===== src/hw/pic_pkg.sv =====
// Purpose: Constants for the indicator output control block.
// Assumes: 100 MHz core clock; 16-bit configuration registers.
// Notes: Offsets are register indices on the plain register port.
// Notes on behaviour
// - Indicator zero source codes 0x0 to 0x4
// - Codes 0x5 to 0x9 show link speed
// - 0xD any error, 0xE receive error, 0xC none
// - One code: steady link, blink on activity
// - Other three source fields share code table
// - Polarity bits; default from strap, else high
// - Aux force enable bit 12, value 13
// - Indicators two and one force bits
// - Indicator zero force enable 0, value 1
// - Blink rate field: 20, 10, 5, 2 Hz
// - Bypass bit disables event stretching
package pic_pkg;
    // Register indices
    localparam logic [4:0]  SRC_SEL_ADDR  = 5'h18;
    localparam logic [4:0]  POL_FRC_ADDR  = 5'h19;
    localparam logic [4:0]  BLINK_ADDR    = 5'h1A;
    // Reset values
    localparam logic [15:0] SRC_SEL_RST   = 16'h6150;
    localparam logic [15:0] POL_FRC_RST   = 16'h4444;
    localparam logic [2:0]  BLINK_RST     = 3'h2;
    // Writable bits
    localparam logic [15:0] POL_FRC_MASK  = 16'h7777;
    // Field positions inside one indicator nibble, and the bypass bit of the blink register
    localparam int          FRC_EN_BIT    = 0;
    localparam int          FRC_VAL_BIT   = 1;
    localparam int          POL_BIT       = 2;
    localparam int          BYPASS_BIT    = 2;
    // Source codes
    localparam logic [3:0]  SRC_LINK      = 4'h0;
    localparam logic [3:0]  SRC_ACT       = 4'h1;
    localparam logic [3:0]  SRC_TX_ACT    = 4'h2;
    localparam logic [3:0]  SRC_RX_ACT    = 4'h3;
    localparam logic [3:0]  SRC_COL       = 4'h4;
    localparam logic [3:0]  SRC_1000      = 4'h5;
    localparam logic [3:0]  SRC_100       = 4'h6;
    localparam logic [3:0]  SRC_10        = 4'h7;
    localparam logic [3:0]  SRC_10_100    = 4'h8;
    localparam logic [3:0]  SRC_100_1000  = 4'h9;
    localparam logic [3:0]  SRC_LINK_BLNK = 4'hB;
    localparam logic [3:0]  SRC_NONE      = 4'hC;
    localparam logic [3:0]  SRC_ERR_ANY   = 4'hD;
    localparam logic [3:0]  SRC_ERR_RX    = 4'hE;
    // Speed codes from the core
    localparam logic [1:0]  SPD_10        = 2'h0;
    localparam logic [1:0]  SPD_100       = 2'h1;
    localparam logic [1:0]  SPD_1000      = 2'h2;
    // Blink timing: half of the fastest period is the base tick
    localparam int          CLK_MHZ       = 100;
    localparam int          HALF_TICK_US  = 25000;
    localparam int          TICK_CYC      = HALF_TICK_US * CLK_MHZ;
    // Half periods in ticks for 20, 10, 5, 2 Hz
    localparam logic [3:0]  HALF_20HZ     = 4'h1;
    localparam logic [3:0]  HALF_10HZ     = 4'h2;
    localparam logic [3:0]  HALF_5HZ      = 4'h4;
    localparam logic [3:0]  HALF_2HZ      = 4'hA;
    // Stretch length in blink periods (two edges give one full period)
    localparam logic [1:0]  STRETCH_PER   = 2'h2;
    // Event vector positions
    localparam int          EV_TX         = 0;
    localparam int          EV_RX         = 1;
    localparam int          EV_COL        = 2;
    localparam int          EV_RXER       = 3;
    localparam int          EV_TXER       = 4;
    localparam int          EV_NUM        = 5;
endpackage : pic_pkg


===== src/hw/pic_blink_if.sv =====
// Purpose: Carries the blink timebase between the block's modules.
// Assumes: One clock domain.
// Notes: period_pulse is one cycle at the end of each blink period.
`timescale 1ns/100ps
interface pic_blink_if;
    logic period_pulse;  // End of a full blink period
    logic phase;         // Blink phase, high in second half
    modport src (output period_pulse, output phase);
    modport dst (input period_pulse, input phase);
endinterface : pic_blink_if


===== src/hw/pic_blink_gen.sv =====
// Purpose: Blink timebase with selectable rate.
// Assumes: Rate select is quasi static.
// Notes: A rate change takes effect at the next tick, inside the current half period.
`timescale 1ns/100ps
module pic_blink_gen
#(
    parameter int unsigned TICK_CYCLES = pic_pkg::TICK_CYC
)
(
    input  wire logic       clock_in,
    input  wire logic       sys_rst_in,
    input  wire logic [1:0] rate_in,
    pic_blink_if.src        blink
);
    import pic_pkg::*;
    localparam int TW = $clog2(TICK_CYCLES + 1);
    typedef struct packed {
        logic [TW-1:0] tick;   // Cycles inside one tick
        logic [3:0]    halfs;  // Ticks inside one half period
        logic          phase;  // Current blink phase
        logic          pulse;  // End of period marker
    } pic_bg_state_t;
    pic_bg_state_t st_reg;
    pic_bg_state_t st_next;
    logic [3:0]    limit;      // Selected half period

    // Half period lookup and counting
    always_comb
    begin
        st_next = st_reg;
        st_next.pulse = 1'b0;
        case (rate_in)
            2'h0:    limit = HALF_20HZ;
            2'h1:    limit = HALF_10HZ;
            2'h2:    limit = HALF_5HZ;
            default: limit = HALF_2HZ;
        endcase
        if (st_reg.tick >= TW'(TICK_CYCLES - 1))
        begin
            st_next.tick = '0;
            // Greater-or-equal recovers from a switch to a faster rate mid count
            if (st_reg.halfs >= limit - 4'h1)
            begin
                st_next.halfs = '0;
                st_next.phase = ~st_reg.phase;
                st_next.pulse = st_reg.phase;
            end
            else
                st_next.halfs = st_reg.halfs + 4'h1;
        end
        else
            st_next.tick = st_reg.tick + TW'(1);
    end

    // State register
    always_ff @(posedge clock_in or posedge sys_rst_in)
    begin
        if (sys_rst_in)
            st_reg <= '0;
        else
            st_reg <= st_next;
    end

    assign blink.period_pulse = st_reg.pulse;
    assign blink.phase        = st_reg.phase;

    // Half period never runs past the selected count
    half_bound_a: assert property (@(posedge clock_in)
        disable iff (sys_rst_in)
        (st_reg.halfs >= limit) |=> (st_reg.halfs == 4'h0 ||
            st_reg.halfs < $past(st_reg.halfs)
            || $past(st_reg.tick) < TW'(TICK_CYCLES - 1)))
        else $error("blink half period overran");
endmodule : pic_blink_gen


===== src/hw/pic_stretch.sv =====
// Purpose: Stretches short core events for visibility.
// Assumes: Events are synchronous to the core clock.
// Notes: Output lags the event by one cycle in both modes.
`timescale 1ns/100ps
module pic_stretch
#(
    parameter int N = pic_pkg::EV_NUM
)
(
    input  wire logic         clock_in,
    input  wire logic         sys_rst_in,
    input  wire logic         bypass_in,
    input  wire logic [N-1:0] event_in,
    pic_blink_if.dst          blink,
    output logic      [N-1:0] event_out
);
    import pic_pkg::*;
    typedef struct packed {
        logic [N-1:0][1:0] left;  // Periods still to hold
        logic [N-1:0]      out;   // Stretched events
    } pic_st_state_t;
    pic_st_state_t st_reg;
    pic_st_state_t st_next;

    // Per event hold counters
    always_comb
    begin
        st_next = st_reg;
        for (int i = 0; i < N; i++)
        begin
            if (bypass_in)
            begin
                // Raw pass, counters cleared
                st_next.left[i] = 2'h0;
                st_next.out[i]  = event_in[i];
            end
            else if (event_in[i])
            begin
                // Two period edges guarantee one full period
                st_next.left[i] = STRETCH_PER;
                st_next.out[i]  = 1'b1;
            end
            else
            begin
                if (blink.period_pulse && st_reg.left[i] != 2'h0)
                    st_next.left[i] = st_reg.left[i] - 2'h1;
                st_next.out[i] = (st_next.left[i] != 2'h0);
            end
        end
    end

    // State register
    always_ff @(posedge clock_in or posedge sys_rst_in)
    begin
        if (sys_rst_in)
            st_reg <= '0;
        else
            st_reg <= st_next;
    end

    assign event_out = st_reg.out;

    // Bypass passes each event straight through
    bypass_pass_a: assert property (@(posedge clock_in)
        disable iff (sys_rst_in)
        bypass_in |=> (event_out == $past(event_in)))
        else $error("bypass did not pass events");
    // A stretched event holds until a period edge at least
    stretch_hold_a: assert property (@(posedge clock_in)
        disable iff (sys_rst_in)
        (event_in[0] && !bypass_in) ##1 (!event_in[0] && !bypass_in
            && !blink.period_pulse) |=> event_out[0])
        else $error("event stretch ended early");
endmodule : pic_stretch


===== src/hw/pic_indicator_ctrl.sv =====
// Purpose: Indicator output control with source select and force.
// Assumes: Core status inputs are synchronous to clock_in.
// Notes: Pins, read data and all state come from flip-flops.
`timescale 1ns/100ps
module pic_indicator_ctrl
#(
    // Cycles of one 25 ms blink tick, shorten for simulation
    parameter int unsigned TICK_CYCLES = pic_pkg::TICK_CYC
)
(
    input  wire logic        clock_in,
    input  wire logic        sys_rst_in,
    // Register port
    input  wire logic [4:0]  reg_addr_in,
    input  wire logic [15:0] reg_wdata_in,
    input  wire logic        reg_wr_in,
    input  wire logic        reg_rd_in,
    output logic      [15:0] reg_rdata_out,
    // Polarity straps, one per indicator, 1 = active high
    input  wire logic [3:0]  strap_active_high_in,
    // Core status
    input  wire logic        link_up_in,
    input  wire logic [1:0]  link_speed_in,
    input  wire logic        tx_activity_in,
    input  wire logic        rx_activity_in,
    input  wire logic        collision_in,
    input  wire logic        rx_error_in,
    input  wire logic        tx_error_in,
    // Indicator pins
    output logic             indicator_zero_pin_out,
    output logic             indicator_one_pin_out,
    output logic             indicator_two_pin_out,
    output logic             aux_indicator_pin_out
);
    import pic_pkg::*;

    // Block state outside the blink and stretch modules
    typedef struct packed {
        logic [15:0] indicator_source_select;   // Four source nibbles
        logic [15:0] indicator_polarity_force;  // Level and force bits
        logic [2:0]  blink_cfg;                 // Bypass and rate
        logic        strap_done;                // Straps captured
        logic [15:0] rdata;                     // Read data stage
        logic [3:0]  pins;                      // Pin levels
    } pic_state_t;

    pic_state_t           st_reg;     // Registered state
    pic_state_t           st_next;    // Next state
    logic [EV_NUM-1:0]    raw_ev;     // Events from the core
    logic [EV_NUM-1:0]    str_ev;     // Stretched events
    logic [3:0]           active;     // Indicator states before level
    pic_blink_if          blink ();   // Shared timebase

    // Gather core events in fixed order
    assign raw_ev[EV_TX]   = tx_activity_in;
    assign raw_ev[EV_RX]   = rx_activity_in;
    assign raw_ev[EV_COL]  = collision_in;
    assign raw_ev[EV_RXER] = rx_error_in;
    assign raw_ev[EV_TXER] = tx_error_in;

    // Blink timebase
    pic_blink_gen
    #(
        .TICK_CYCLES (TICK_CYCLES)
    )
    u_blink
    (
        .clock_in    (clock_in),
        .sys_rst_in  (sys_rst_in),
        .rate_in     (st_reg.blink_cfg[1:0]),
        .blink       (blink)
    );

    // Event stretching
    pic_stretch
    #(
        .N           (EV_NUM)
    )
    u_stretch
    (
        .clock_in    (clock_in),
        .sys_rst_in  (sys_rst_in),
        .bypass_in   (st_reg.blink_cfg[BYPASS_BIT]),
        .event_in    (raw_ev),
        .blink       (blink),
        .event_out   (str_ev)
    );

    // Shared source decode, one copy per indicator
    function automatic logic pic_decode
    (
        input logic [3:0]        sel,
        input logic              link,
        input logic [1:0]        spd,
        input logic [EV_NUM-1:0] ev,
        input logic              phase
    );
        logic act;
        act = ev[EV_TX] | ev[EV_RX];
        pic_decode = 1'b0;
        case (sel)
            SRC_LINK:      pic_decode = link;
            SRC_ACT:       pic_decode = act;
            SRC_TX_ACT:    pic_decode = ev[EV_TX];
            SRC_RX_ACT:    pic_decode = ev[EV_RX];
            SRC_COL:       pic_decode = ev[EV_COL];
            // Speed codes need link up as well
            SRC_1000:      pic_decode = link & (spd == SPD_1000);
            SRC_100:       pic_decode = link & (spd == SPD_100);
            SRC_10:        pic_decode = link & (spd == SPD_10);
            SRC_10_100:    pic_decode = link & (spd != SPD_1000);
            SRC_100_1000:  pic_decode = link & (spd != SPD_10);
            // Steady on link, dark half of each blink on activity
            SRC_LINK_BLNK: pic_decode = link & ~(act & phase);
            SRC_ERR_ANY:   pic_decode = ev[EV_RXER] | ev[EV_TXER];
            SRC_ERR_RX:    pic_decode = ev[EV_RXER];
            // Undefined codes, 0xC among them, stay inactive
            default:       pic_decode = 1'b0;
        endcase
    endfunction : pic_decode

    // Source selection for each indicator
    generate
        for (genvar g = 0; g < 4; g++)
        begin : g_sel
            // Same code table for every nibble
            assign active[g] = pic_decode(
                st_reg.indicator_source_select[4*g +: 4],
                link_up_in, link_speed_in, str_ev, blink.phase);
        end
    endgenerate

    // Next state: registers, strap capture, read data and pins
    always_comb
    begin
        logic [3:0] nib;
        logic       lvl;
        nib     = '0;
        lvl     = 1'b0;
        st_next = st_reg;
        // Straps load the level bits once after reset release
        if (!st_reg.strap_done)
        begin
            st_next.strap_done = 1'b1;
            for (int i = 0; i < 4; i++)
                st_next.indicator_polarity_force[4*i + POL_BIT] =
                    strap_active_high_in[i];
        end
        // Register writes, reserved bits held at zero
        if (reg_wr_in)
        begin
            case (reg_addr_in)
                SRC_SEL_ADDR:
                    st_next.indicator_source_select = reg_wdata_in;
                POL_FRC_ADDR:
                    st_next.indicator_polarity_force =
                        reg_wdata_in & POL_FRC_MASK;
                BLINK_ADDR:
                    st_next.blink_cfg = reg_wdata_in[2:0];
                default:
                    st_next.blink_cfg = st_reg.blink_cfg;
            endcase
        end
        // Read data stands only in the cycle after the strobe
        st_next.rdata = 16'h0000;
        if (reg_rd_in)
        begin
            case (reg_addr_in)
                SRC_SEL_ADDR:
                    st_next.rdata = st_reg.indicator_source_select;
                POL_FRC_ADDR:
                    st_next.rdata = st_reg.indicator_polarity_force;
                BLINK_ADDR:
                    st_next.rdata = {13'h0000, st_reg.blink_cfg};
                default:
                    st_next.rdata = 16'h0000;
            endcase
        end
        // Force first, then level, so a forced value obeys polarity
        for (int i = 0; i < 4; i++)
        begin
            nib = st_reg.indicator_polarity_force[4*i +: 4];
            if (nib[FRC_EN_BIT])
                lvl = nib[FRC_VAL_BIT];
            else
                lvl = active[i];
            // Level 0 means the pin is driven low when active
            st_next.pins[i] = nib[POL_BIT] ? lvl : ~lvl;
        end
    end

    // State register
    always_ff @(posedge clock_in or posedge sys_rst_in)
    begin
        if (sys_rst_in)
        begin
            st_reg <= '0;
            st_reg.indicator_source_select  <= SRC_SEL_RST;
            st_reg.indicator_polarity_force <= POL_FRC_RST;
            st_reg.blink_cfg                <= BLINK_RST;
        end
        else
            st_reg <= st_next;
    end

    // Outputs straight from flip-flops
    assign reg_rdata_out          = st_reg.rdata;
    assign indicator_zero_pin_out = st_reg.pins[0];
    assign indicator_one_pin_out  = st_reg.pins[1];
    assign indicator_two_pin_out  = st_reg.pins[2];
    assign aux_indicator_pin_out  = st_reg.pins[3];

    // Indicator zero force drives the pin at its level
    force_zero_a: assert property (@(posedge clock_in)
        disable iff (sys_rst_in)
        st_reg.indicator_polarity_force[0] |=>
        indicator_zero_pin_out ==
        ~($past(st_reg.indicator_polarity_force[2]) ^
          $past(st_reg.indicator_polarity_force[1])))
        else $error("indicator zero force not applied");
    // Indicator one and two forces
    force_one_two_a: assert property (@(posedge clock_in)
        disable iff (sys_rst_in)
        (st_reg.indicator_polarity_force[4] &&
         st_reg.indicator_polarity_force[8]) |=>
        indicator_one_pin_out ==
        ~($past(st_reg.indicator_polarity_force[6]) ^
          $past(st_reg.indicator_polarity_force[5])) &&
        indicator_two_pin_out ==
        ~($past(st_reg.indicator_polarity_force[10]) ^
          $past(st_reg.indicator_polarity_force[9])))
        else $error("indicator one or two force not applied");
    // Aux indicator force
    force_aux_a: assert property (@(posedge clock_in)
        disable iff (sys_rst_in)
        st_reg.indicator_polarity_force[12] |=>
        aux_indicator_pin_out ==
        ~($past(st_reg.indicator_polarity_force[14]) ^
          $past(st_reg.indicator_polarity_force[13])))
        else $error("aux indicator force not applied");
    // Link code follows link state on indicator zero
    link_code_a: assert property (@(posedge clock_in)
        disable iff (sys_rst_in)
        (st_reg.indicator_source_select[3:0] == SRC_LINK &&
         !st_reg.indicator_polarity_force[0]) |=>
        indicator_zero_pin_out ==
        ~($past(st_reg.indicator_polarity_force[2]) ^
          $past(link_up_in)))
        else $error("link code mismatch");
    // Gigabit-only code on indicator one
    speed_code_a: assert property (@(posedge clock_in)
        disable iff (sys_rst_in)
        (st_reg.indicator_source_select[7:4] == SRC_1000 &&
         !st_reg.indicator_polarity_force[4]) |=>
        indicator_one_pin_out ==
        ~($past(st_reg.indicator_polarity_force[6]) ^
          ($past(link_up_in) && $past(link_speed_in) == SPD_1000)))
        else $error("speed code mismatch");
    // Undefined code keeps aux inactive
    none_code_a: assert property (@(posedge clock_in)
        disable iff (sys_rst_in)
        (st_reg.indicator_source_select[15:12] == SRC_NONE &&
         !st_reg.indicator_polarity_force[12]) |=>
        aux_indicator_pin_out ==
        ~$past(st_reg.indicator_polarity_force[14]))
        else $error("code 0xC drove the aux indicator");
    // Blink mode is dark without link
    blink_mode_a: assert property (@(posedge clock_in)
        disable iff (sys_rst_in)
        (st_reg.indicator_source_select[11:8] == SRC_LINK_BLNK &&
         !st_reg.indicator_polarity_force[8] && !link_up_in) |=>
        indicator_two_pin_out ==
        ~$past(st_reg.indicator_polarity_force[10]))
        else $error("blink mode lit without link");
    // Active low level with a forced one drives the pin low
    level_apply_a: assert property (@(posedge clock_in)
        disable iff (sys_rst_in)
        (st_reg.indicator_polarity_force[2:0] == 3'h3) |=>
        !indicator_zero_pin_out)
        else $error("polarity not applied after force");
    // Straps set the level bits one cycle after release
    strap_load_a: assert property (@(posedge clock_in)
        disable iff (sys_rst_in)
        (!st_reg.strap_done && !reg_wr_in) |=>
        st_reg.indicator_polarity_force[6] ==
        $past(strap_active_high_in[1]))
        else $error("strap not captured into level bit");

    // Aux field uses the same code table
    // A slice slip between nibbles shows up here
    aux_table_a: assert property (@(posedge clock_in)
        disable iff (sys_rst_in)
        (st_reg.indicator_source_select[15:12] == SRC_LINK &&
         !st_reg.indicator_polarity_force[12]) |=>
        aux_indicator_pin_out ==
        ~($past(st_reg.indicator_polarity_force[14]) ^
          $past(link_up_in)))
        else $error("aux field ignored link code");

    // Ten or hundred code on indicator two
    two_speed_a: assert property (@(posedge clock_in)
        disable iff (sys_rst_in)
        (st_reg.indicator_source_select[11:8] == SRC_10_100 &&
         !st_reg.indicator_polarity_force[8]) |=>
        indicator_two_pin_out ==
        ~($past(st_reg.indicator_polarity_force[10]) ^
          ($past(link_up_in) &&
           $past(link_speed_in) != SPD_1000)))
        else $error("ten or hundred code mismatch");

    // Blink mode lit in the first half with link
    // Phase low is the lit half of each blink
    blink_lit_a: assert property (@(posedge clock_in)
        disable iff (sys_rst_in)
        (st_reg.indicator_source_select[11:8] == SRC_LINK_BLNK &&
         !st_reg.indicator_polarity_force[8] &&
         link_up_in && !blink.phase) |=>
        indicator_two_pin_out ==
        $past(st_reg.indicator_polarity_force[10]))
        else $error("blink mode dark with link");

    // Level and force read back, reserved bits zero
    frc_read_a: assert property (@(posedge clock_in)
        disable iff (sys_rst_in)
        (reg_rd_in && reg_addr_in == POL_FRC_ADDR) |=>
        (reg_rdata_out ==
         $past(st_reg.indicator_polarity_force) &&
         (reg_rdata_out & ~POL_FRC_MASK) == 16'h0000))
        else $error("level and force read back wrong");

    // Source select reads back as written
    src_read_a: assert property (@(posedge clock_in)
        disable iff (sys_rst_in)
        (reg_rd_in && reg_addr_in == SRC_SEL_ADDR) |=>
        reg_rdata_out ==
        $past(st_reg.indicator_source_select))
        else $error("source select read back wrong");

    // Rate and bypass writes land in one cycle
    cfg_write_a: assert property (@(posedge clock_in)
        disable iff (sys_rst_in)
        (reg_wr_in && reg_addr_in == BLINK_ADDR) |=>
        st_reg.blink_cfg == $past(reg_wdata_in[2:0]))
        else $error("rate and bypass write lost");
endmodule : pic_indicator_ctrl


===== config.mk =====
export PLATFORM = sky130hd
export DESIGN_NAME = pic_indicator_ctrl
export DESIGN_NICKNAME = d
export VERILOG_FILES = /design/src/hw/pic_pkg.sv /design/src/hw/pic_blink_if.sv /design/src/hw/pic_blink_gen.sv /design/src/hw/pic_stretch.sv /design/src/hw/pic_indicator_ctrl.sv
export SDC_FILE = /design/constraint.sdc
export NUM_CORES = 1
export LEC_CHECK = 0
export BUFFER_PORTS_ARGS = -buffer_cell sky130_fd_sc_hd__buf_2
export CAP_MARGIN = 20
export CORE_UTILIZATION = 64
export CTS_CLUSTER_SIZE = 30
export DETAILED_ROUTE_END_ITERATION = 10
export PLACE_DENSITY_LB_ADDON = 0.15
export SYNTH_ARGS = -nofsm -noshare
export SYNTH_HDL_FRONTEND = slang
export SYNTH_SLANG_ARGS = --single-unit

===== constraint.sdc =====
create_clock -name clock_in -period 6.03 [get_ports clock_in]
set_clock_uncertainty 0.15 [all_clocks]
set_input_delay 0.603 -clock clock_in [delete_from_list [all_inputs] [get_ports clock_in]]
set_output_delay 0.603 -clock clock_in [all_outputs]
set_load 0.02 [all_outputs]

==> flow_metrics.env <==
export IMPL_yosys_area_top_type="dfrtp_1"
export IMPL_wl_met3_um=475
export IMPL_crit_path_max_fanout=20
export IMPL_synth_cell_types=63
export IMPL_placementRows=32
export IMPL_p_leak_nw=2.60
export IMPL_tightest_slew_ns=0.782
export IMPL_max_slew_margin_pct=47.8
export IMPL_fmax_mhz=380
export IMPL_tritoncts="yes"
export IMPL_synth_edf_count=0
export IMPL_swShare_pct=30.2
export IMPL_power_density_mw_per_mm2=283
export IMPL_critPathLaunchType="register"
export IMPL_nets=595
export IMPL_hold_violations=0
export IMPL_min_path_type="in -> async"
export IMPL_area_growth_pct=7.49
export IMPL_io_pins=57
export IMPL_cap_violations=0
export IMPL_grt_pass1_vias=3679
export IMPL_num_vias=3762
export IMPL_antenna_found_initial=1
export IMPL_grt_use_total_pct=25.4
export IMPL_period_needed_ns=2.63
export IMPL_drv_slew=0
export IMPL_htreeDepth=3
export IMPL_required_ns=6.13
export IMPL_die_w_um=92.4
export IMPL_clk_transition_reported_paths_ns=0.08
export IMPL_p_comb_share_pct=20.8
export IMPL_post_cts_repair_setup_buffers=0
export IMPL_final_cell_count_no_fill=654
export IMPL_ys_seq_area_share_pct=45.7
export IMPL_grt_pass1_wl_um=16800
export IMPL_dr_wl_met2_um=4980
export IMPL_setup_violations=0
export IMPL_yosysWarnings=0
export IMPL_start_util_pct=67.0
export IMPL_final_fill_count=579
export IMPL_wl_per_cell_um=15.6
export IMPL_fin_tns_setup_ns=0
export IMPL_worst_setup_path_type="reg -> reg"
export IMPL_internal_power_mw=1.11
export IMPL_drive_gt1_share_pct=23.7
export IMPL_yosys_top_cells_area="dfrtp_1, mux2_2, dfstp_2, nor2_1, mux2i_1"
export IMPL_grt_setup_unrepaired="false"
export IMPL_end_kind="register"
export IMPL_die_h_um=92.4
export IMPL_top_layer="met4"
export IMPL_drt_iter0_markers=242
export IMPL_yosys_most_used_dff="dfrtp_1"
export IMPL_port_buffers=56
export IMPL_postRouteAntennaNets=0
export IMPL_syn_area_mm2=0.00523
export IMPL_cts_path_max_buffers=2
export IMPL_status="finished, final reports clean"
export IMPL_diodes=0
export IMPL_firstDrtPassIters=5
export IMPL_post_cts_resized=0
export IMPL_vias_per_cell=5.75
export IMPL_cts_hold_fix_buffers=0
export IMPL_hpwl_um=6970
export IMPL_worstSkewPairLatency_ns=0.36
export IMPL_postSynthAreaPerCell_um2=10.1
export IMPL_fp_dieArea_mm2=0.00853
export IMPL_clkPwrFrac_pct=27.8
export IMPL_ctsRootBufferMaster="clkbuf_8"
export IMPL_drc=0
export IMPL_largest_reg_flops=32
export IMPL_synth_top_area_share_pct=40.7
export IMPL_irDropWorstVdd_mv=0.138
export IMPL_routed_wl_um=10200
export IMPL_grt_ovfl_total=0
export IMPL_cts_sinks=95
export IMPL_post_route_period_util_pct=43.6
export IMPL_synth_seq_cells=95
export IMPL_dp_cells=636
export IMPL_async_flop_share_pct=100
export IMPL_crit_arrival_ns=2.73
export IMPL_core_area_mm2=0.00781
export IMPL_grt_max_degree=82
export IMPL_cts_made_buffers=9
export IMPL_synthCells=518
export IMPL_gp_congestion=0.852
export IMPL_wl_met1_um=4510
export IMPL_seqPwrFrac_pct=51.4
export IMPL_p_switching_uw=480
[synth_stat cells (all sizes together), types with 14 or more instances]
| library cell | n |
|---|---|
| a21oi | 15 |
| xnor2 | 19 |
| nand2 | 24 |
| inv | 20 |
| buf | 33 |
| mux2i | 20 |
| xor2 | 14 |
| mux2 | 28 |
| o21ai | 18 |
| nor2 | 66 |
| nor2b | 19 |
| nor3 | 14 |
| dfrtp | 85 |
[worst max-delay path, cell delays in order (launching register included)]
cell and delay (ns):
dfrtp_1 0.40, ha_1 0.22, and4_1 0.27, o221a_1 0.21
nor3_1 0.05, o21ai_1 0.50, buf_4 0.34, o21ai_0 0.14
a22o_1 0.25
[cell families after synthesis]
| group | count (synthesis) | share of synthesized area, % |
|---|---|---|
| simple gates | 184 | 18.3 |
| flops | 95 | 45.7 |
| compound gates | 83 | 10.9 |
| buf+inv | 63 | 6.87 |
| mux | 48 | 9.93 |
| xor+xnor | 33 | 5.53 |
| fa+ha+maj | 11 | 2.63 |
| other cells | 1 | 0.0717 |
[layer usage]
| metal | GRT usage, % | up-vias |
|---|---|---|
| met2 | 43.2 | 92 |
| met5 | 0 | - |
| met3 | 5.34 | 23 |
| li1 | - | 1846 |
| met4 | 9.51 | 0 |
| met1 | 31.8 | 1801 |
[power groups by stage]
stage	logic (mW)	clock network, mW	registers (mW)
after global placement	0.311	0	0.821
after floorplan	0.294	0	0.782
after global routing	0.371	0.473	0.830
final	0.331	0.441	0.817
after detailed placement	0.326	0	0.827
after CTS	0.330	0.450	0.814
[per-stage QoR]
stage | power, mW | area (um2) | utilization [%] | hold WS [ns] | worst slack, ns
after floorplan | 1.08 | 5230 | - | 0.298 | 2.82
after global placement | 1.13 | 5370 | 68.8 | 0.312 | 3.43
after detailed placement | 1.15 | 5370 | 68.8 | 0.341 | 3.38
after CTS | 1.59 | 5590 | 71.6 | 0.000742 | 3.39
after global routing | 1.67 | 5620 | 72.0 | 0.00280 | 3.20
final | 1.59 | 5620 | 72.0 | 0.00300 | 3.40
[final timing paths]
| kind | from | end | slack, ns | cells after the start |
|---|---|---|---|---|
| worst max-delay path | u_blink.st_reg[6] | u_blink.st_reg[5] | 3.40 | 8 |
| worst min-delay path | sys_rst_in | u_blink.st_reg[26] | 0.003 | 2 |
| worst max register to register | u_blink.st_reg[6] | u_blink.st_reg[5] | 3.40 | 8 |
| worst min register to register | u_blink.st_reg[6] | u_blink.st_reg[6] | 0.35 | 1 |
| max in group asynchronous | sys_rst_in | st_reg[46] | 4.67 | 4 |
| min in group clock_in | tx_activity_in | u_stretch.st_reg[5] | 0.25 | 2 |
[cell type report]
cell class / count / area [um2] / area share, %
Timing Repair Buffer: 60 / 327 / 5.81
Sequential cell: 95 / 2390 / 42.5
Multi-Input combinational cell: 361 / 2480 / 44.2
Clock buffer: 12 / 165 / 2.94
Tap cell: 102 / 128 / 2.27
Clock inverter: 4 / 51.3 / 0.913
Inverter: 20 / 76.3 / 1.36
[cell usage in the layout (no fill, tap or decap), types with 6 or more instances in the layout]
cell type	instances
nor3_1	14
inv_1	19
o22ai_1	6
nor2b_1	19
a21oi_1	15
nor2_1	66
nand2_1	24
buf_2	56
nand3_1	11
dfrtp_1	85
and2_1	6
ha_1	11
mux2_2	27
mux2i_1	20
dfstp_2	10
clkbuf_8	12
xnor2_1	19
o21ai_0	17
xor2_1	14
Note: power is estimated with default switching activity, not from simulation.
